## src/hdl/icp_pkg.sv

```systemverilog
package icp_pkg;
	// ***************************************
	// Register offsets (byte addresses)
	// ***************************************
	localparam logic [7:0] OFF_SETPT = 8'h00;
	localparam logic [7:0] OFF_TMF = 8'h04;
	localparam logic [7:0] OFF_PULSE = 8'h08;
	localparam logic [7:0] OFF_SCI_ID = 8'h0C;
	localparam logic [7:0] OFF_ENG_ID = 8'h10;
	localparam logic [7:0] OFF_QLK = 8'h14;
	localparam logic [7:0] OFF_MODE = 8'h18;
	localparam logic [7:0] OFF_SAFE = 8'h1C;
	localparam logic [7:0] OFF_MASK3 = 8'h20;
	localparam logic [7:0] OFF_MASK2 = 8'h24;
	localparam logic [7:0] OFF_MASK1 = 8'h28;
	localparam logic [7:0] OFF_MASK1W = 8'h2C;
	localparam logic [7:0] OFF_LAMP = 8'h30;
	localparam logic [7:0] OFF_LEVEL = 8'h34;
	localparam logic [7:0] OFF_ARM = 8'h38;
	localparam logic [7:0] OFF_HTR = 8'h3C;
	localparam logic [7:0] OFF_FS_PWR = 8'h40;
	localparam logic [7:0] OFF_ECAL = 8'h44;
	localparam logic [7:0] OFF_PWR = 8'h48;
	localparam logic [7:0] OFF_STEP = 8'h4C;
	localparam logic [7:0] OFF_BURST = 8'h50;
	localparam logic [7:0] OFF_HALT = 8'h54;
	localparam logic [7:0] OFF_STATUS = 8'h58;
	localparam logic [7:0] OFF_COUNT = 8'h5C;
	localparam logic [7:0] OFF_DELAY0 = 8'h60;
	localparam logic [7:0] OFF_DELAY4 = 8'h70;
	// ***************************************
	// Ranges, encodings and reset values
	// ***************************************
	localparam logic [11:0] SETPT_MIN = 12'h062;
	localparam logic [11:0] SETPT_MAX = 12'hF44;
	localparam logic [11:0] SETPT_RST = 12'h093;
	localparam logic [6:0] PKT_ID_MIN = 7'h40;
	localparam logic [6:0] PKT_ID_RST = 7'h40;
	localparam logic [5:0] DELAY_MAX = 6'h32;
	localparam logic [2:0] MODE_SURVIVAL = 3'h1;
	localparam logic [2:0] MODE_STANDBY = 3'h3;
	localparam logic [2:0] MODE_SCIENCE = 3'h5;
	localparam logic [3:0] MASK3_RST = 4'hE;
	localparam logic [3:0] MASK2_RST = 4'h6;
	localparam logic [3:0] MASK1_RST = 4'h8;
	localparam logic [1:0] MASK1W_RST = 2'h2;
	localparam logic [2:0] LAMP_OFF = 3'h0;
	localparam logic [2:0] LAMP_30W = 3'h4;
	localparam logic [2:0] PWR_BOTH_LIMIT = 3'h3;
	localparam logic [1:0] HTR_FAILSAFE = 2'h3;
	localparam logic [1:0] RESP_OKAY = 2'h0;
	localparam logic [1:0] RESP_SLVERR = 2'h2;
	localparam logic [1:0] RESP_DECERR = 2'h3;
	// ***************************************
	// Field positions
	// ***************************************
	localparam int PWR_IDX_LSB = 4;
	localparam int HTR_VAL_BIT = 4;
	localparam int STEP_DIR_BIT = 16;
	localparam int BURST_STEP_LSB = 10;
	localparam int BURST_DIR_BIT = 17;
	localparam int BURST_SCAN_LSB = 18;
	// ***************************************
	// Timing
	// ***************************************
	localparam longint CLK_HZ = 100_000_000;
	localparam longint ARM_S = 10;
	localparam longint HTR_DECIMIN = 116;
	localparam longint FS_WIN_MIN = 10;
	localparam longint LAMP_WAIT_S = 3;
	localparam longint ARM_CYC = ARM_S * CLK_HZ;
	localparam longint HTR_CYC = HTR_DECIMIN * 6 * CLK_HZ;
	localparam longint FS_CYC = FS_WIN_MIN * 60 * CLK_HZ;
	localparam longint LAMP_CYC = LAMP_WAIT_S * CLK_HZ;
	localparam int CNT_W = 40;
	// Calibrator lamp configuration
	typedef struct packed {
		logic shdn_dis;
		logic fb_rad;
		logic [2:0] power;
	} icp_lamp_cfg_s;
	localparam icp_lamp_cfg_s LAMP_RST = '{shdn_dis: 1'b1, fb_rad: 1'b1, power: 3'h0};
endpackage

```

## src/hdl/icp_cmd_unit.sv

```systemverilog
module icp_cmd_unit import icp_pkg::*; #(
	parameter longint ARM_CYCLES = ARM_CYC,
	parameter longint HTR_CYCLES = HTR_CYC,
	parameter longint FS_CYCLES = FS_CYC,
	parameter longint LAMP_CYCLES = LAMP_CYC
) (
	// Clock and reset
	input wire logic REF_CLK,
	input wire logic RST_B,
	// AXI4-Lite slave
	input wire logic [7:0] S_AXI_AWADDR,
	input wire logic [2:0] S_AXI_AWPROT,
	input wire logic S_AXI_AWVALID,
	output logic S_AXI_AWREADY,
	input wire logic [31:0] S_AXI_WDATA,
	input wire logic [3:0] S_AXI_WSTRB,
	input wire logic S_AXI_WVALID,
	output logic S_AXI_WREADY,
	output logic [1:0] S_AXI_BRESP,
	output logic S_AXI_BVALID,
	input wire logic S_AXI_BREADY,
	input wire logic [7:0] S_AXI_ARADDR,
	input wire logic [2:0] S_AXI_ARPROT,
	input wire logic S_AXI_ARVALID,
	output logic S_AXI_ARREADY,
	output logic [31:0] S_AXI_RDATA,
	output logic [1:0] S_AXI_RRESP,
	output logic S_AXI_RVALID,
	input wire logic S_AXI_RREADY,
	// Scan pulse pin
	input wire logic SCAN_TICK,
	// Subsystem power and pulses
	output logic [7:0] PWR_A_ON,
	output logic [7:0] PWR_B_ON,
	output logic [3:0] RESET_LINES,
	output logic FMT_IRQ,
	// Held parameters
	output logic [11:0] BB_SETPOINT,
	output logic TMF_BUS_B,
	output logic [6:0] SCI_PACKET_ID,
	output logic [6:0] ENG_PACKET_ID,
	output logic [1:0] QUICKLOOK,
	output logic [29:0] SECTOR_DELAY,
	output logic [2:0] OPER_MODE,
	output logic SAFE_ENABLE,
	output logic [3:0] ECAL_ENABLE,
	// Calibrator lamps
	output logic [3:0] THREE_LAMP_MASK,
	output logic [3:0] TWO_LAMP_MASK,
	output logic [3:0] ONE_LAMP_MASK,
	output logic [1:0] ONE_WATT_LAMP_MASK,
	output icp_lamp_cfg_s LAMP_CFG,
	output logic LAMP_LEVEL,
	// Heaters and motor
	output logic [3:0] HEATER_ON,
	output logic [31:0] GRATING_STEP_COUNT
);
	// ***************************************
	// Types and helpers
	// ***************************************
	typedef enum logic [1:0] {B_IDLE, B_STEP, B_PAUSE} icp_burst_e;
	typedef enum logic {L_IDLE, L_WAIT} icp_lamp_e;

	// Number of ones in a nibble
	function automatic logic [2:0] ones(input logic [31:0] v);
		ones = {2'b00, v[0]} + {2'b00, v[1]} + {2'b00, v[2]} + {2'b00, v[3]};
	endfunction

	// ***************************************
	// Bus slave state
	// ***************************************
	logic [7:0] awaddr_q; // Held write address
	logic [31:0] wdata_q; // Strobe-masked data
	logic aw_have_q, w_have_q;
	logic wr_fire, wr_ok, wr_map, wr_en;
	logic [31:0] rd_data;
	logic rd_map;
	// Block state
	logic arm_q, fs_pwr_q, fs_win_q;
	logic [CNT_W-1:0] arm_cnt_q, fs_cnt_q, lamp_cnt_q;
	logic [CNT_W-1:0] htr_cnt_q [4];
	icp_burst_e b_state_q;
	icp_lamp_e l_state_q;
	icp_lamp_cfg_s pend_q; // Setting held during lamp wait
	logic [9:0] bursts_q, scans_q, scans_left_q;
	logic [6:0] steps_q, steps_left_q;
	logic b_dir_q;
	logic [5:0] delay_q [5];
	logic s1_q, s2_q, s3_q, scan_lvl_q, scan_prev_q;
	logic scan_edge;
	logic [31:0] step_delta; // Signed delta of a relative step

	assign wr_fire = aw_have_q & w_have_q & ~S_AXI_BVALID;
	assign wr_en = wr_fire & wr_ok;
	assign step_delta = wdata_q[STEP_DIR_BIT] ? -{16'h0000, wdata_q[15:0]}
		: {16'h0000, wdata_q[15:0]};

	// Accepted write to one offset
	function automatic logic wr_at(input logic [7:0] off);
		wr_at = wr_en && (awaddr_q == off);
	endfunction

	// Write channel capture and response
	always_ff @(posedge REF_CLK) begin
		if (!RST_B) begin
			aw_have_q <= 1'b0;
			w_have_q <= 1'b0;
			awaddr_q <= 8'h00;
			wdata_q <= 32'h0000_0000;
			S_AXI_AWREADY <= 1'b1;
			S_AXI_WREADY <= 1'b1;
			S_AXI_BVALID <= 1'b0;
			S_AXI_BRESP <= RESP_OKAY;
		end else begin
			if (S_AXI_AWVALID && S_AXI_AWREADY) begin
				awaddr_q <= S_AXI_AWADDR;
				aw_have_q <= 1'b1;
				S_AXI_AWREADY <= 1'b0;
			end
			if (S_AXI_WVALID && S_AXI_WREADY) begin
				for (int i = 0; i < 4; i++) begin
					wdata_q[8*i +: 8] <= S_AXI_WSTRB[i] ? S_AXI_WDATA[8*i +: 8] : 8'h00;
				end
				w_have_q <= 1'b1;
				S_AXI_WREADY <= 1'b0;
			end
			// Both halves present: answer
			if (wr_fire) begin
				aw_have_q <= 1'b0;
				w_have_q <= 1'b0;
				S_AXI_BVALID <= 1'b1;
				S_AXI_BRESP <= !wr_map ? RESP_DECERR : (wr_ok ? RESP_OKAY : RESP_SLVERR);
			end
			// Response taken: reopen both channels
			if (S_AXI_BVALID && S_AXI_BREADY) begin
				S_AXI_BVALID <= 1'b0;
				S_AXI_AWREADY <= 1'b1;
				S_AXI_WREADY <= 1'b1;
			end
		end
	end

	// Decode and range check of a write
	always_comb begin
		wr_map = 1'b1;
		wr_ok = 1'b0;
		case (awaddr_q)
			OFF_SETPT: wr_ok = wdata_q >= 32'(SETPT_MIN) && wdata_q <= 32'(SETPT_MAX);
			OFF_TMF, OFF_SAFE, OFF_LEVEL, OFF_FS_PWR: wr_ok = wdata_q <= 32'h0000_0001;
			OFF_PULSE: wr_ok = wdata_q <= 32'h0000_001F;
			OFF_SCI_ID, OFF_ENG_ID: wr_ok = wdata_q >= 32'(PKT_ID_MIN)
				&& wdata_q <= 32'h0000_007F;
			OFF_QLK: wr_ok = wdata_q <= 32'h0000_0003;
			OFF_MODE: wr_ok = wdata_q >= 32'(MODE_SURVIVAL) && wdata_q <= 32'(MODE_SCIENCE);
			OFF_MASK3: wr_ok = wdata_q <= 32'h0000_000F && ones(wdata_q) == 3'h3;
			OFF_MASK2: wr_ok = wdata_q <= 32'h0000_000F && ones(wdata_q) == 3'h2;
			OFF_MASK1: wr_ok = wdata_q <= 32'h0000_000F && ones(wdata_q) == 3'h1;
			OFF_MASK1W: wr_ok = wdata_q == 32'h0000_0001 || wdata_q == 32'h0000_0002;
			OFF_LAMP: wr_ok = l_state_q == L_IDLE && wdata_q[31:6] == '0
				&& wdata_q[3] == 1'b0 && wdata_q[2:0] <= LAMP_30W;
			OFF_ARM: wr_ok = wdata_q == 32'h0000_0001;
			// Door heaters need the arm, the failsafe one its window
			OFF_HTR: wr_ok = wdata_q[31:5] == '0 && wdata_q[3:2] == 2'b00
				&& (wdata_q[1:0] == HTR_FAILSAFE ? fs_win_q : arm_q);
			OFF_ECAL: wr_ok = wdata_q <= 32'h0000_000F;
			OFF_PWR: wr_ok = wdata_q[31:7] == '0 && wdata_q[3:2] == 2'b00
				&& (wdata_q[1:0] != 2'h3 || wdata_q[6:4] < PWR_BOTH_LIMIT);
			OFF_STEP: wr_ok = b_state_q == B_IDLE && wdata_q[31:17] == '0;
			OFF_BURST: wr_ok = wdata_q[31:28] == '0 && wdata_q[9:0] != '0
				&& wdata_q[16:10] != '0;
			OFF_HALT: wr_ok = 1'b1;
			OFF_STATUS, OFF_COUNT: wr_ok = 1'b0;
			default: begin
				wr_map = awaddr_q >= OFF_DELAY0 && awaddr_q <= OFF_DELAY4 && awaddr_q[1:0] == 2'b00;
				wr_ok = wr_map && wdata_q <= 32'(DELAY_MAX);
			end
		endcase
	end

	// Read data mux, straight from the request address
	always_comb begin
		rd_map = 1'b1;
		rd_data = 32'h0000_0000;
		case (S_AXI_ARADDR)
			OFF_SETPT: rd_data = 32'(BB_SETPOINT);
			OFF_TMF: rd_data = 32'(TMF_BUS_B);
			OFF_PULSE, OFF_ARM, OFF_HALT: rd_data = 32'h0000_0000;
			OFF_SCI_ID: rd_data = 32'(SCI_PACKET_ID);
			OFF_ENG_ID: rd_data = 32'(ENG_PACKET_ID);
			OFF_QLK: rd_data = 32'(QUICKLOOK);
			OFF_MODE: rd_data = 32'(OPER_MODE);
			OFF_SAFE: rd_data = 32'(SAFE_ENABLE);
			OFF_MASK3: rd_data = 32'(THREE_LAMP_MASK);
			OFF_MASK2: rd_data = 32'(TWO_LAMP_MASK);
			OFF_MASK1: rd_data = 32'(ONE_LAMP_MASK);
			OFF_MASK1W: rd_data = 32'(ONE_WATT_LAMP_MASK);
			OFF_LAMP: rd_data = {26'h0, LAMP_CFG.shdn_dis, LAMP_CFG.fb_rad, 1'b0, LAMP_CFG.power};
			OFF_LEVEL: rd_data = 32'(LAMP_LEVEL);
			OFF_HTR: rd_data = 32'(HEATER_ON);
			OFF_FS_PWR: rd_data = 32'(fs_pwr_q);
			OFF_ECAL: rd_data = 32'(ECAL_ENABLE);
			OFF_PWR: rd_data = {16'h0000, PWR_B_ON, PWR_A_ON};
			OFF_STATUS: rd_data = {26'h0, b_state_q != B_IDLE, l_state_q == L_WAIT,
				fs_win_q, arm_q, 2'b00};
			OFF_COUNT: rd_data = GRATING_STEP_COUNT;
			default: begin
				rd_map = S_AXI_ARADDR >= OFF_DELAY0 && S_AXI_ARADDR <= OFF_DELAY4
					&& S_AXI_ARADDR[1:0] == 2'b00;
				rd_data = rd_map ? 32'(delay_q[S_AXI_ARADDR[4:2]]) : 32'h0000_0000;
			end
		endcase
	end

	// Read channel
	always_ff @(posedge REF_CLK) begin
		if (!RST_B) begin
			S_AXI_ARREADY <= 1'b1;
			S_AXI_RVALID <= 1'b0;
			S_AXI_RDATA <= 32'h0000_0000;
			S_AXI_RRESP <= RESP_OKAY;
		end else if (S_AXI_ARVALID && S_AXI_ARREADY) begin
			S_AXI_ARREADY <= 1'b0;
			S_AXI_RVALID <= 1'b1;
			S_AXI_RDATA <= rd_data;
			S_AXI_RRESP <= rd_map ? RESP_OKAY : RESP_DECERR;
		end else if (S_AXI_RVALID && S_AXI_RREADY) begin
			S_AXI_RVALID <= 1'b0;
			S_AXI_ARREADY <= 1'b1;
		end
	end

	// ***************************************
	// Held parameters
	// ***************************************
	// Plain settings, kept when a write is refused
	always_ff @(posedge REF_CLK) begin
		if (!RST_B) begin
			BB_SETPOINT <= SETPT_RST;
			TMF_BUS_B <= 1'b0;
			SCI_PACKET_ID <= PKT_ID_RST;
			ENG_PACKET_ID <= PKT_ID_RST;
			QUICKLOOK <= 2'b00;
			OPER_MODE <= MODE_STANDBY;
			SAFE_ENABLE <= 1'b0;
			ECAL_ENABLE <= 4'h0;
			THREE_LAMP_MASK <= MASK3_RST;
			TWO_LAMP_MASK <= MASK2_RST;
			ONE_LAMP_MASK <= MASK1_RST;
			ONE_WATT_LAMP_MASK <= MASK1W_RST;
			LAMP_LEVEL <= 1'b1;
		end else begin
			if (wr_at(OFF_SETPT)) BB_SETPOINT <= wdata_q[11:0];
			if (wr_at(OFF_TMF)) TMF_BUS_B <= wdata_q[0];
			if (wr_at(OFF_SCI_ID)) SCI_PACKET_ID <= wdata_q[6:0];
			if (wr_at(OFF_ENG_ID)) ENG_PACKET_ID <= wdata_q[6:0];
			if (wr_at(OFF_QLK)) QUICKLOOK <= wdata_q[1:0];
			if (wr_at(OFF_MODE)) OPER_MODE <= wdata_q[2:0];
			if (wr_at(OFF_SAFE)) SAFE_ENABLE <= wdata_q[0];
			if (wr_at(OFF_ECAL)) ECAL_ENABLE <= wdata_q[3:0];
			if (wr_at(OFF_MASK3)) THREE_LAMP_MASK <= wdata_q[3:0];
			if (wr_at(OFF_MASK2)) TWO_LAMP_MASK <= wdata_q[3:0];
			if (wr_at(OFF_MASK1)) ONE_LAMP_MASK <= wdata_q[3:0];
			if (wr_at(OFF_MASK1W)) ONE_WATT_LAMP_MASK <= wdata_q[1:0];
			if (wr_at(OFF_LEVEL)) LAMP_LEVEL <= wdata_q[0];
		end
	end

	// Five sector delays, flattened onto the output
	always_ff @(posedge REF_CLK) begin
		for (int i = 0; i < 5; i++) begin
			if (!RST_B) begin
				delay_q[i] <= 6'h00;
				SECTOR_DELAY[6*i +: 6] <= 6'h00;
			end else if (wr_en && awaddr_q == OFF_DELAY0 + 8'(4 * i)) begin
				delay_q[i] <= wdata_q[5:0];
				SECTOR_DELAY[6*i +: 6] <= wdata_q[5:0];
			end
		end
	end

	// Redundant side power: each write sets both sides; both on allowed only at index 0 to 2
	always_ff @(posedge REF_CLK) begin
		if (!RST_B) begin
			PWR_A_ON <= 8'h00;
			PWR_B_ON <= 8'h00;
		end else if (wr_at(OFF_PWR)) begin
			PWR_A_ON[wdata_q[6:4]] <= wdata_q[0];
			PWR_B_ON[wdata_q[6:4]] <= wdata_q[1];
		end
	end

	// Single-cycle reset and interrupt test pulses, idle low
	always_ff @(posedge REF_CLK) begin
		if (!RST_B) begin
			RESET_LINES <= 4'h0;
			FMT_IRQ <= 1'b0;
		end else begin
			RESET_LINES <= wr_at(OFF_PULSE) ? wdata_q[3:0] : 4'h0;
			FMT_IRQ <= wr_at(OFF_PULSE) & wdata_q[4];
		end
	end

	// ***************************************
	// Paraffin heaters
	// ***************************************
	// Arm window counts down from receipt
	always_ff @(posedge REF_CLK) begin
		if (!RST_B) begin
			arm_q <= 1'b0;
			arm_cnt_q <= '0;
		end else if (wr_at(OFF_ARM)) begin
			arm_q <= 1'b1;
			arm_cnt_q <= CNT_W'(ARM_CYCLES - 1);
		end else if (arm_q) begin
			if (arm_cnt_q == '0) arm_q <= 1'b0;
			arm_cnt_q <= arm_cnt_q - 1'b1;
		end
	end

	// Failsafe circuit power opens the command window
	always_ff @(posedge REF_CLK) begin
		if (!RST_B) begin
			fs_pwr_q <= 1'b0;
			fs_win_q <= 1'b0;
			fs_cnt_q <= '0;
		end else if (wr_at(OFF_FS_PWR)) begin
			fs_pwr_q <= wdata_q[0];
			if (wdata_q[0] && !fs_pwr_q) begin
				fs_win_q <= 1'b1;
				fs_cnt_q <= CNT_W'(FS_CYCLES - 1);
			end else if (!wdata_q[0]) begin
				fs_win_q <= 1'b0;
			end
		end else if (fs_win_q) begin
			if (fs_cnt_q == '0) fs_win_q <= 1'b0;
			fs_cnt_q <= fs_cnt_q - 1'b1;
		end
	end

	// Value 0 turns on, 1 turns off; timer forces off
	always_ff @(posedge REF_CLK) begin
		for (int i = 0; i < 4; i++) begin
			if (!RST_B) begin
				HEATER_ON[i] <= 1'b0;
				htr_cnt_q[i] <= '0;
			end else if (wr_at(OFF_HTR) && wdata_q[1:0] == 2'(i)) begin
				HEATER_ON[i] <= ~wdata_q[HTR_VAL_BIT];
				htr_cnt_q[i] <= CNT_W'(HTR_CYCLES - 1);
			end else if (HEATER_ON[i]) begin
				if (htr_cnt_q[i] == '0) HEATER_ON[i] <= 1'b0;
				htr_cnt_q[i] <= htr_cnt_q[i] - 1'b1;
			end
		end
	end

	// ***************************************
	// Calibrator lamp change sequence
	// ***************************************
	always_ff @(posedge REF_CLK) begin
		if (!RST_B) begin
			l_state_q <= L_IDLE;
			LAMP_CFG <= LAMP_RST;
			pend_q <= LAMP_RST;
			lamp_cnt_q <= '0;
		end else begin
			case (l_state_q)
				// Lamps off first, then wait
				L_IDLE: if (wr_at(OFF_LAMP)) begin
					pend_q <= '{shdn_dis: wdata_q[5], fb_rad: wdata_q[4], power: wdata_q[2:0]};
					LAMP_CFG.power <= LAMP_OFF;
					lamp_cnt_q <= CNT_W'(LAMP_CYCLES - 1);
					l_state_q <= L_WAIT;
				end
				// Apply; stay dark if shutdown was just disabled
				L_WAIT: if (lamp_cnt_q == '0) begin
					LAMP_CFG.shdn_dis <= pend_q.shdn_dis;
					LAMP_CFG.fb_rad <= pend_q.fb_rad;
					LAMP_CFG.power <= (pend_q.shdn_dis && !LAMP_CFG.shdn_dis)
						? LAMP_OFF : pend_q.power;
					l_state_q <= L_IDLE;
				end else begin
					lamp_cnt_q <= lamp_cnt_q - 1'b1;
				end
				default: l_state_q <= L_IDLE;
			endcase
		end
	end

	// ***************************************
	// Grating motor
	// ***************************************
	// Scan pin: three flops, change taken when 2nd and 3rd agree
	always_ff @(posedge REF_CLK) begin
		if (!RST_B) begin
			{s1_q, s2_q, s3_q, scan_lvl_q, scan_prev_q} <= 5'h00;
		end else begin
			s1_q <= SCAN_TICK;
			s2_q <= s1_q;
			s3_q <= s2_q;
			if (s2_q == s3_q) scan_lvl_q <= s3_q;
			scan_prev_q <= scan_lvl_q;
		end
	end
	assign scan_edge = scan_lvl_q & ~scan_prev_q;

	// Burst sequencer: one step a cycle, pause in scans
	always_ff @(posedge REF_CLK) begin
		if (!RST_B) begin
			b_state_q <= B_IDLE;
			{bursts_q, scans_q, scans_left_q} <= '0;
			{steps_q, steps_left_q} <= '0;
			b_dir_q <= 1'b0;
		end else if (wr_at(OFF_HALT)) begin
			b_state_q <= B_IDLE;
		end else if (wr_at(OFF_BURST)) begin
			bursts_q <= wdata_q[9:0];
			steps_q <= wdata_q[16:10];
			steps_left_q <= wdata_q[16:10];
			b_dir_q <= wdata_q[BURST_DIR_BIT];
			scans_q <= wdata_q[27:18];
			b_state_q <= B_STEP;
		end else begin
			case (b_state_q)
				B_IDLE: b_state_q <= B_IDLE;
				B_STEP: begin
					steps_left_q <= steps_left_q - 1'b1;
					if (steps_left_q == 7'h01) begin
						bursts_q <= bursts_q - 1'b1;
						scans_left_q <= scans_q;
						b_state_q <= (bursts_q == 10'h001) ? B_IDLE : B_PAUSE;
					end
				end
				B_PAUSE: begin
					if (scans_left_q == 10'h000) begin
						steps_left_q <= steps_q;
						b_state_q <= B_STEP;
					end else if (scan_edge) begin
						scans_left_q <= scans_left_q - 1'b1;
					end
				end
				default: b_state_q <= B_IDLE;
			endcase
		end
	end

	// Absolute step count
	always_ff @(posedge REF_CLK) begin
		if (!RST_B) begin
			GRATING_STEP_COUNT <= 32'h0000_0000;
		end else if (wr_at(OFF_STEP)) begin
			GRATING_STEP_COUNT <= GRATING_STEP_COUNT + step_delta;
		end else if (b_state_q == B_STEP && !wr_at(OFF_HALT)) begin
			GRATING_STEP_COUNT <= b_dir_q ? GRATING_STEP_COUNT - 32'h0000_0001
				: GRATING_STEP_COUNT + 32'h0000_0001;
		end
	end
endmodule

```

## config.mk

```make
export PLATFORM = sky130hd
export DESIGN_NAME = icp_cmd_unit
export DESIGN_NICKNAME = d
export VERILOG_FILES = /design/src/hdl/icp_pkg.sv /design/src/hdl/icp_cmd_unit.sv
export SDC_FILE = /design/constraint.sdc
export NUM_CORES = 1
export LEC_CHECK = 0
export ABC_AREA = 1
export BUFFER_PORTS_ARGS = -buffer_cell sky130_fd_sc_hd__buf_4
export CORE_UTILIZATION = 50
export CTS_BUF_LIST = sky130_fd_sc_hd__clkbuf_16
export DETAILED_ROUTE_END_ITERATION = 10
export HOLD_SLACK_MARGIN = 0.15
export PLACE_DENSITY_LB_ADDON = 0.25
export SLEW_MARGIN = 20
export SYNTH_ARGS = -nofsm -noshare
export SYNTH_HDL_FRONTEND = slang
export SYNTH_SLANG_ARGS = --single-unit
```

## constraint.sdc

```tcl
create_clock -name REF_CLK -period 7.07 [get_ports REF_CLK]
set_clock_uncertainty 0.1 [all_clocks]
set_input_delay 1.414 -clock REF_CLK [delete_from_list [all_inputs] [get_ports REF_CLK]]
set_output_delay 1.414 -clock REF_CLK [all_outputs]
set_load 0.02 [all_outputs]
```

After elaboration in Yosys (flattened, before gate mapping)
Memories as Yosys holds them, arrays and structs flattened.
Cells that the tools add are included.
{"block": "word_totals", "input_bits": 66, "ff_bits": 408, "ram_bits": 190, "latch_bits": 0, "mem_count": 2, "romBits": 0, "word_cells": 453}
{"block": "op_classes", "multipliers": 0, "eq_ne": 74, "muxes": 132, "bitwise": 26, "order_cmp": 19, "div_mod_pow": 0, "shifts": 0, "reduce_logical": 120, "n_addsub": 17}
{"name": "htr_cnt_q", "words": 4, "word_bits": 40, "read_ports": 4, "rd_clocked_by_memory_dff": 0, "wr": 4, "line_no": "icp_cmd_unit.sv:81", "rtl": "logic [CNT_W-1:0] htr_cnt_q [4];"}
{"name": "delay_q", "words": 5, "word_bits": 6, "read_ports": 1, "rd_clocked_by_memory_dff": 0, "wr": 5, "line_no": "icp_cmd_unit.sv:88", "rtl": "logic [5:0] delay_q [5];"}
{"operator": "32-bit case mux with 20 select lines", "n": 1}
{"operator": "40-bit two-way mux", "n": 13}
{"operator": "40-bit zero test", "n": 7}
{"operator": "40-bit by 1-bit subtractor with 40-bit output (second input constant)", "n": 7}
{"operator": "8-bit by 7-bit == test with 1-bit output (second input constant)", "n": 19}
{"operator": "8-bit by 6-bit == test with 1-bit output (second input constant)", "n": 16}
{"operator": "32-bit two-way mux", "n": 4}
{"operator": "40-bit case mux with 2 select lines", "n": 1}
{"operator": "1-bit two-way mux", "n": 75}
{"operator": "8-bit by 5-bit == test with 1-bit output (second input constant)", "n": 8}
{"operator": "32-bit by 7-bit >= comparator with 1-bit output (second input constant)", "n": 2}
{"operator": "1-bit logical AND", "n": 61}
{"operator": "10-bit two-way mux", "n": 6}
{"operator": "30-bit two-way mux", "n": 2}
{"operator": "6-bit two-way mux", "n": 6}
{"operator": "32-bit by 1-bit adder with 32-bit output (second input constant)", "n": 1}
{"operator": "32-bit adder", "n": 1}
{"operator": "32-bit by 1-bit == test with 1-bit output (second input constant)", "n": 1}
{"operator": "32-bit by 2-bit == test with 1-bit output (second input constant)", "n": 1}
{"operator": "8-bit by 4-bit == test with 1-bit output (second input constant)", "n": 4}
{"operator": "32-bit by 1-bit >= comparator with 1-bit output (second input constant)", "n": 1}
{"operator": "32-bit by 1-bit <= comparator with 1-bit output (second input constant)", "n": 1}
{"operator": "32-bit by 12-bit <= comparator with 1-bit output (second input constant)", "n": 1}
{"operator": "32-bit by 2-bit <= comparator with 1-bit output (second input constant)", "n": 1}
{"operator": "67 further kinds", "n": 148}

Longest topological paths before layout
Gate-level depths: netlist (run 1).
{"block": "logic_depth", "word_depth": 14, "depth_mapped": 33}

Worst setup path after synthesis (run 1)
No wires, ideal clock.
{"block": "synth_path", "kind": "reg2reg", "startpoint": "register wdata_q[0]", "endpoint": "register GRATING_STEP_COUNT[20]", "stages_incl_launch_ff": 28, "t_arrival_ns": 5.020, "setup_slack_ns": 1.817, "synth_period_minus_slack_ns": 5.253, "path_cell_list": "dfxtp_1 -> clkbuf_1 -> inv_1 -> clkbuf_1 -> fa_1 -> inv_1 -> ha_1 -> ha_1 -> a21oi_1 -> nand3b_1 -> o21ai_1 -> nand2_1 -> nand3_4 -> nand3_2 -> nand2_1 -> buf_1 -> o21ai_0 -> inv_1 -> ha_1 -> a21oi_1 -> o21ai_0 -> a21oi_1 -> o21ai_0 -> a21boi_0 -> o21ai_0 -> a21oi_1 -> xor2_1 -> a21oi_1"}
{"block": "synth_via", "elab_chain_cells": 11}
{"item": "from (decl)", "line_no": "icp_cmd_unit.sv:73", "rtl": "logic [31:0] wdata_q;"}
{"item": "from (signal, indexed assignment)", "line_no": "icp_cmd_unit.sv:122", "rtl": "wdata_q[8*i +: 8] <= S_AXI_WSTRB[i] ? S_AXI_WDATA[8*i +: 8] : 8'h00;"}
{"item": "branches (longest 11 deep; another with 16-bit negation with 32-bit output)"}
{"item": "to (signal assigned)", "line_no": "icp_cmd_unit.sv:451", "rtl": "GRATING_STEP_COUNT <= GRATING_STEP_COUNT + step_delta;"}
{"item": "to (signal assigned)", "line_no": "icp_cmd_unit.sv:453", "rtl": "GRATING_STEP_COUNT <= b_dir_q ? GRATING_STEP_COUNT - 32'h0000_0001"}
{"item": "to (decl)", "line_no": "icp_cmd_unit.sv:56", "rtl": "output logic [31:0] GRATING_STEP_COUNT"}
Parallel ways; which one is timed is not known.
A chain may end at the register's enable or synchronous reset.

Worst setup path after layout (run 1)
{"block": "layout_path", "startpoint": "register wdata_q[3]", "endpoint": "register GRATING_STEP_COUNT[20]"}
{"block": "layout_via", "elab_chain_cells": 9}
{"item": "branches (longest 9 deep; another with 16-bit negation with 32-bit output)"}
Parallel ways; which one is timed is not known.

==> impl_summary.txt, run 1 <==
----------------------------------------------------
[Timing]
  Transition at the pin with the smallest max-transition slack ... 1.10 ns
  Min setup slack post-route ... 0.908 ns
  Max-slew violations ... 0
  Final number of hold-violating endpoints ... 0
  Worst slew margin ... 24.5%
  Number of failing setup endpoints in the final timing report ... 0
  Worst Hold Slack ... 0.345 ns
  Unrepaired setup endpoints after global routing ... false
  Fin crit share ... 87.2%
  Clock period minus worst slack ... 6.16 ns
  Maximum clock frequency ... 162 MHz
  Total Negative Setup Slacks ... 0 ns

[Setup path]
  Category of the critical setup timing path ... flip-flop to flip-flop
  Required time reported for the critical path endpoint ... 7.42 ns
  Startpoint of the lowest-slack register-to-register path ... wdata_q[3]
  Signal arrival time at the worst endpoint ... 6.51 ns
  Launching element of the worst setup path ... wdata_q[3]
  Family with the most delay on the worst path ... compound AO/OA/AOI/OAI gates
  List of cells traversed by the critical path ... inv_1 > fa_1 > inv_1 > ha_1 > ha_1 > a21oi_1 > nand3b_1 > o21ai_1 > nand2_1 > nand3_4 > nand3_2 > nand2_1 > nand2_1 > fa_1 > o21ai_0 > a21oi_1 > o21ai_0 > a21boi_0 > o21ai_0 > a21oi_1 > xor2_1 > a21oi_1
  Cell repeated most along the worst path ... sky130_fd_sc_hd__a21oi_1
  Largest stage delay on the critical path ... 0.70 ns
  Maximum fanout encountered on the critical timing path ... 19
  Library cell contributing the largest single delay on the critical path ... sky130_fd_sc_hd__dfxtp_1
  Buf+Inv Stages, Crit Path ... 2
  Worst Setup End Kind ... flip-flop
  Nature of the critical path startpoint ... flip-flop

[Floorplan]
  Placement row count ... 93
  Number of top-level pins ... 251
  Standard cell core area ... 64800 µm²
  Vert. Die Dim ... 259 µm
  Die Span X ... 259 µm
  Area enclosed by the die boundary ... 66900 µm²
  Initial cell density of the core ... 50.8%

[CTS]
  CTS max path bufs ... 3
  Number of buffers inserted during clock tree synthesis ... 69
  Buffers inserted by post-CTS timing repair ... 0
  Count of instances resized after the clock tree is built ... 0
  Insertion delay to the later sink of the worst-skew pair ... 0.62 ns
  CTS root buf ... sky130_fd_sc_hd__clkbuf_16
  # H-tree levels ... 3
  Total clock sinks ... 597
  Clock transition time at the flip-flop clock pins of the worst setup and hold paths ... 0.06 ns
  Cts hold-fix bufs ... 0
  Clock tree from TritonCTS ... done

[Pwr]
  Leakage power total ... 0.0170 µW
  Overall power ... 7710 µW
  Peak supply drop ... 0.000147 V
  Pwr dens ... 205 nW/µm²

[Synthesis]
  Post-synthesis cell count ... 4551
  Dominant cells by area after synthesis ... sky130_fd_sc_hd__dfxtp_1 (25%), sky130_fd_sc_hd__edfxtp_1 (17%), sky130_fd_sc_hd__nand2_1 (9.9%)
  YS warnings ... 0
  Mean cell area of the mapped netlist ... 7.24 µm²
  Library cell with the highest instance count after synthesis ... sky130_fd_sc_hd__nand2_1
  Share of flip-flops with an asynchronous set or reset ... 0%
  Dominant synthesized flop cell ... sky130_fd_sc_hd__dfxtp_1
  Cell type with the highest aggregate area in the netlist ... sky130_fd_sc_hd__dfxtp_1
  Number of enable-type register cells in the synthesized netlist ... 190
  Post-synth design cell area ... 32900 µm²
  Portion of the post-synthesis area used by sequential elements ... 42.0%
  Number of unique standard cell types used by synthesis ... 65
  Count of state elements after synthesis ... 597
  Post-synth top area share ... 24.7%
  Post-synthesis net count ... 4673
  Commonest cells post-synth ... sky130_fd_sc_hd__nand2_1 (872), sky130_fd_sc_hd__nor2_1 (750), sky130_fd_sc_hd__inv_1 (519)

[Min path]
  Hold crit path type ... flip-flop to flip-flop
  Worst hold start ... s2_q

[GRT]
  Number of antenna violations at the first check in global routing ... 2
  Via count of the first global-routing pass ... 28200
  Maximum number of pins on one net before global-route repair ... 90
  Global-route wire length before repair ... 151 mm
  GR Util All Layers ... 28.2%
  Global-route congestion overflow total ... 0

[Detailed routing]
  WL per Instance ... 17.1 µm
  DRC Markers ... 0
  Detailed Route Iter0 Violations ... 2688
  Remaining antenna violation count ... 0
  First-pass detailed-route iteration total ... 7
  Total via count after detailed routing ... 30900
  Total routed wirelength ... 96.2 mm
  Routed via count divided by cell count ... 5.49

[Placed design]
  Count of buffers from port buffering ... 244
  Weighted congestion reported at the end of routability-driven placement ... 0.976
  Half-perimeter wire length after detailed placement ... 69.2 mm
  Minimum setup slack after placement ... 0.960 ns
  Area post-placement ... 35400 µm²

[Final layout]
  Cell area after layout ... 37600 µm²
  Area occupied by multi-input gates ... 16400 µm²
  Layout Nets ... 4852
  Fraction of final layout cells sized beyond drive strength 1 ... 9.77%
  Synthesis-to-finish area growth ... 14.1%
  Diodes inserted ... 0
  Sequential standard cell area ... 13900 µm²
  Total of fill cells in the finished design ... 6093

[Status]
  Result of the run ... finished clean

[Flow run]
  Number of max-capacitance violations reported ... 0

----------------------------------------------------
==> power by group <==
| part | internal (µW) | switching, µW | leakage [µW] |
|---|---|---|---|
| logic | 151 | 381 | 0.0106 |
| registers | 3590 | 69.4 | 0.00525 |
| clock network | 2040 | 1470 | 0.00116 |
| total | 5790 | 1920 | 0.0170 |
==> cell type report <==
type | instances | area share [%]
Clock buffer | 76 | 5.06
Clock inverter | 46 | 0.825
Inverter | 549 | 5.50
Multi-Input combinational cell | 3247 | 43.6
Sequential cell | 597 | 36.9
Tap cell | 855 | 2.85
Timing Repair Buffer | 266 | 5.32
==> cells by family after synthesis <==
family	count (synthesis)	synth area share [%]
compound gates	819	13.7
xor+xnor	219	5.82
fa+ha+maj	56	2.17
buf+inv	707	8.35
flops	597	42.0
simple gates	2153	27.9
==> layout by cell type (no fill, tap or decap), types with 18 or more instances in the layout <==
cell                        count
sky130_fd_sc_hd__nand2_1      870
sky130_fd_sc_hd__nor2_1       750
sky130_fd_sc_hd__inv_1        535
sky130_fd_sc_hd__dfxtp_1      407
sky130_fd_sc_hd__a21oi_1      355
sky130_fd_sc_hd__o21ai_0      269
sky130_fd_sc_hd__buf_4        265
sky130_fd_sc_hd__nand3_1      217
sky130_fd_sc_hd__edfxtp_1     190
sky130_fd_sc_hd__xor2_1       125
sky130_fd_sc_hd__nor3_1       107
sky130_fd_sc_hd__xnor2_1       94
sky130_fd_sc_hd__clkbuf_16     76
sky130_fd_sc_hd__nand4_1       69
sky130_fd_sc_hd__ha_1          54
sky130_fd_sc_hd__nor4_1        40
sky130_fd_sc_hd__a211oi_1      32
sky130_fd_sc_hd__o22ai_1       29
sky130_fd_sc_hd__inv_2         28
sky130_fd_sc_hd__o211ai_1      28
sky130_fd_sc_hd__or2_2         23
sky130_fd_sc_hd__o21ai_1       22
sky130_fd_sc_hd__o31ai_1       20
sky130_fd_sc_hd__a31oi_1       18
==> routing by layer <==
metal / up-vias / track usage (%) / part of all wire (%)
met5: - / 0 / 0.014
met4: 2 / 8.93 / 2.8
met3: 172 / 4.21 / 7.9
met2: 1114 / 44.0 / 44
met1: 14300 / 39.9 / 45
li1: 15300 / - / -
==> per-stage QoR <==
stage,cells,util [%]
after floorplan,4551,-
final,5636,58.0
after CTS,5636,58.0
after global placement,5514,54.6
after detailed placement,5514,54.6
after global routing,5636,58.0
==> sequential cells by signal, summed over array words and instances (netlist names), 10 cells and up <==
register and flops:
htr_cnt_q 160, arm_cnt_q 40, fs_cnt_q 40, lamp_cnt_q 40, GRATING_STEP_COUNT 32, S_AXI_RDATA 32, wdata_q 32, SECTOR_DELAY 30
delay_q 30, BB_SETPOINT 12, bursts_q 10, scans_left_q 10, scans_q 10
==> worst min-delay path: stages, from the launching register on <==
cell and delay [ns]:
sky130_fd_sc_hd__dfxtp_1 0.31, sky130_fd_sc_hd__nand2_1 0.05, sky130_fd_sc_hd__inv_1 0.04
==> path summary, 6_finish.rpt <==
| check | cells after the start | endpoint | slack [ns] |
|---|---|---|---|
| worst max-delay path | 22 | GRATING_STEP_COUNT[20] | 0.91 |
| worst min-delay path | 2 | s3_q | 0.34 |
| worst max register to register | 22 | GRATING_STEP_COUNT[20] | 0.91 |
| worst min register to register | 2 | s3_q | 0.34 |
Power figures use the tool's default switching activity.
==> run 2: changes to the inputs <==
--- a/config.mk
+++ b/config.mk
@@ -7,6 +7,7 @@
 export LEC_CHECK = 0
 export ABC_AREA = 1
 export BUFFER_PORTS_ARGS = -buffer_cell sky130_fd_sc_hd__buf_4
+export CORE_ASPECT_RATIO = 1.5
 export CORE_UTILIZATION = 50
 export CTS_BUF_LIST = sky130_fd_sc_hd__clkbuf_16
 export DETAILED_ROUTE_END_ITERATION = 10
==> run 2 against run 1 <==
  * Final area down 0.51%
  * Global-route usage is 0.53 points higher
  * Highest routed layer unchanged
  * Clock power shrank 5.7%
  * Worst setup slack better by 0.011 ns
  * Non-clock buffer count is the same
  * Fmax increased by 0.18%
  * Worst hold slack gained 0.010 ns
  * Die area hardly changed
  * Clock-buffer cell count fell by 15
  * Core utilization shrank 0.24 points
  * Critical path depth did not move
  * Largest cell class unchanged
  * Critical path type unchanged
==> impl_summary.txt, run 2 (synthesis results as in run 1) <==
----------------------------------------------------
[Final layout]
  Fraction of final layout cells sized beyond drive strength 1 ... 9.65% (-0.12 points)
  Commonest non-fill, non-tap cell in the layout ... sky130_fd_sc_hd__nand2_1
  Layout Nets ... 4842 (-0.21%)
  Commonest cells after routing, fill and taps aside ... sky130_fd_sc_hd__nand2_1 (869), sky130_fd_sc_hd__nor2_1 (750), sky130_fd_sc_hd__inv_1 (528)
  Diodes inserted ... 0 (unchanged)
  Sequential standard cell area ... 13900 µm² (unchanged)
  Area occupied by multi-input gates ... 16400 µm² (-0.14%)
  Max reg flops ... 160 (unchanged)
  Synthesis-to-finish area growth ... 13.5%
  Reg with most FFs ... htr_cnt_q
  Total of fill cells in the finished design ... 6174 (+1.3%)
  Cell area after layout ... 37400 µm² (-0.51%)

[Pwr]
  Pwr dens ... 201 nW/µm² (-2.1%)
  Leakage power total ... 0.0169 µW (-0.79%)
  Peak supply drop ... 0.000178 V (+21%)

[Setup path]
  Startpoint of the lowest-slack register-to-register path ... wdata_q[3]
  Maximum fanout encountered on the critical timing path ... 19 (unchanged)
  Category of the critical setup timing path ... flip-flop to flip-flop
  Worst reg2reg endpoint ... GRATING_STEP_COUNT[20]
  Largest stage delay on the critical path ... 0.69 ns (about the same)
  Cell repeated most along the worst path ... sky130_fd_sc_hd__a21oi_1
  Reg-to-reg slack, setup ... 0.92 ns (about the same)
  Worst Setup End Kind ... flip-flop
  Library cell contributing the largest single delay on the critical path ... sky130_fd_sc_hd__dfxtp_1
  Number of cells on the worst reg-to-reg path ... 22 (unchanged)
  Launching element of the worst setup path ... wdata_q[3]
  Nature of the critical path startpoint ... flip-flop
  Required time reported for the critical path endpoint ... 7.45 ns (+0.03 ns)
  Signal arrival time at the worst endpoint ... 6.53 ns (+0.02 ns)
  List of cells traversed by the critical path ... inv_1 > fa_1 > inv_1 > ha_1 > ha_1 > a21oi_1 > nand3b_1 > o21ai_1 > nand2_1 > nand3_4 > nand3_2 > nand2_1 > nand2_1 > fa_1 > o21ai_0 > a21oi_1 > o21ai_0 > a21boi_0 > o21ai_0 > a21oi_1 > xor2_1 > a21oi_1

[Floorplan]
  Initial cell density of the core ... 50.9% (about the same)
  Die Span X ... 212 µm (-18%)
  Standard cell core area ... 64800 µm² (about the same)
  Number of top-level pins ... 251 (unchanged)
  Vert. Die Dim ... 316 µm (+22%)
  Placement row count ... 114 (+23%)
  Area enclosed by the die boundary ... 67000 µm² (about the same)

[CTS]
  # H-tree levels ... 2 (-1)
  CTS root buf ... sky130_fd_sc_hd__clkbuf_16
  Insertion delay to the later sink of the worst-skew pair ... 0.65 ns (+0.03 ns)
  Clock transition time at the flip-flop clock pins of the worst setup and hold paths ... 0.06 ns (about the same)
  Buffers inserted by post-CTS timing repair ... 0 (unchanged)
  Cts hold-fix bufs ... 0 (unchanged)
  Clock tree from TritonCTS ... done
  Count of instances resized after the clock tree is built ... 0 (unchanged)
  Total clock sinks ... 597 (unchanged)
  Number of buffers inserted during clock tree synthesis ... 59 (-14%)
  CTS max path bufs ... 3 (unchanged)

[GRT]
  Maximum number of pins on one net before global-route repair ... 89 (-1.1%)
  Via count of the first global-routing pass ... 28700 (+1.7%)
  Global-route congestion overflow total ... 0 (unchanged)
  Global-route wire length before repair ... 152 mm (+0.68%)
  GR Util All Layers ... 28.7% (+0.53 points)
  Number of antenna violations at the first check in global routing ... 1 (-1)

[Detailed routing]
  DRC Markers ... 0 (unchanged)
  WL per Instance ... 17.4 µm (+1.8%)
  Top Metal Used ... met5
  Routed wire length on met2 ... 48.0 mm (+14%)
  Wire length on met3 ... 5.73 mm (-25%)
  Remaining antenna violation count ... 0 (unchanged)
  Routed via count divided by cell count ... 5.43 (-1.0%)
  Detailed Route Iter0 Violations ... 2404 (-11%)
  First-pass detailed-route iteration total ... 6 (-1)
  M1 WL ... 40.2 mm (-7.9%)
  Total via count after detailed routing ... 30600 (-0.99%)
  Total routed wirelength ... 98.0 mm (+1.9%)

[Flow run]
  Number of max-capacitance violations reported ... 0 (unchanged)

[Placed design]
  Area post-placement ... 35400 µm² (about the same)
  Count of buffers from port buffering ... 244 (unchanged)
  Weighted congestion reported at the end of routability-driven placement ... 0.958 (-1.8%)
  Half-perimeter wire length after detailed placement ... 72.0 mm (+4.1%)

[Timing]
  Maximum clock frequency ... 163 MHz (+0.18%)
  Total Negative Setup Slacks ... 0 ns (unchanged)
  Unrepaired setup endpoints after global routing ... false
  Fin crit share ... 87.0% (-0.15 points)
  Final number of hold-violating endpoints ... 0 (unchanged)
  Worst Hold Slack ... 0.355 ns (+0.0103 ns)
  Transition at the pin with the smallest max-transition slack ... 1.18 ns (+0.0724 ns)
  Worst slew margin ... 19.6% (-5.0 points)
  Max-slew violations ... 0 (unchanged)
  Clock period minus worst slack ... 6.15 ns (-0.0109 ns)
  Number of failing setup endpoints in the final timing report ... 0 (unchanged)

[Status]
  Result of the run ... finished clean

[Min path]
  Hold crit path type ... flip-flop to flip-flop
  Worst hold path depth ... 2 (unchanged)
  Worst hold start ... scans_q[6]
  Hold worst-path end ... scans_q[6]

----------------------------------------------------
-- run 2: changes by cell type in the layout (fill, tap and decap cells not counted), sizes merged --
cell / previous run / this run
clkbuf: 76 / 61
inv: 567 / 559
bufinv: 3 / 9
clkinv: 23 / 27
-- run 2: area by class of cell --
class	count	area share, %
well taps	870	2.91
multi-input cells	3247	43.8
flip-flops and latches	597	37.0
repair buffers	266	5.38
clock buffers	61	4.08
inverters	549	5.53
clock inverters	48	1.30
-- run 2: worst max path at each step --
| stage | to | slack (ns) |
|---|---|---|
| 2_1_floorplan | GRATING_STEP_COUNT[20] | 1.82 |
| 4_1_cts | GRATING_STEP_COUNT[20] | 0.99 |
| 6_report | GRATING_STEP_COUNT[20] | 0.92 |
| 5_1_grt | GRATING_STEP_COUNT[18] | 0.52 |
| 3_5_place_dp | GRATING_STEP_COUNT[20] | 1.0 |
| 3_3_place_gp | GRATING_STEP_COUNT[20] | 1.15 |
-- run 2: worst max-delay path, delay by kind of cell (launching register included) --
| family | cells | cell delay, ns |
|---|---|---|
| adder cells (fa/ha/maj) | 4 | 1.46 |
| XOR/XNOR | 1 | 0.15 |
| flip-flops | 1 | 0.69 |
| AO/OA/AOI/OAI | 9 | 1.99 |
| AND/OR/NAND/NOR | 6 | 1.39 |
| buffers and inverters | 2 | 0.21 |
-- run 2: per-stage QoR --
stage / utilization [%] / total power, µW / instances / setup slack [ns]
6_report: 57.8 / 7510 / 5638 / 0.919
5_1_grt: 57.8 / 7740 / 5638 / 0.523
4_1_cts: 57.8 / 7550 / 5638 / 0.994
3_5_place_dp: 54.6 / 4260 / 5529 / 0.998
3_3_place_gp: 54.6 / 4250 / 5529 / 1.15
2_1_floorplan: - / 4060 / 4551 / 1.82
-- run 2: where the power goes --
group	switching, µW	internal, µW
combinational	382	153
sequential	65.6	3590
clock	1430	1890
total	1880	5640
-- run 2: layer usage --
layer	vias to the layer above	global-route usage [%]
met5	-	0
met4	2	12.6
met3	212	4.44
met2	864	50.3
met1	14200	34.6
li1	15300	-
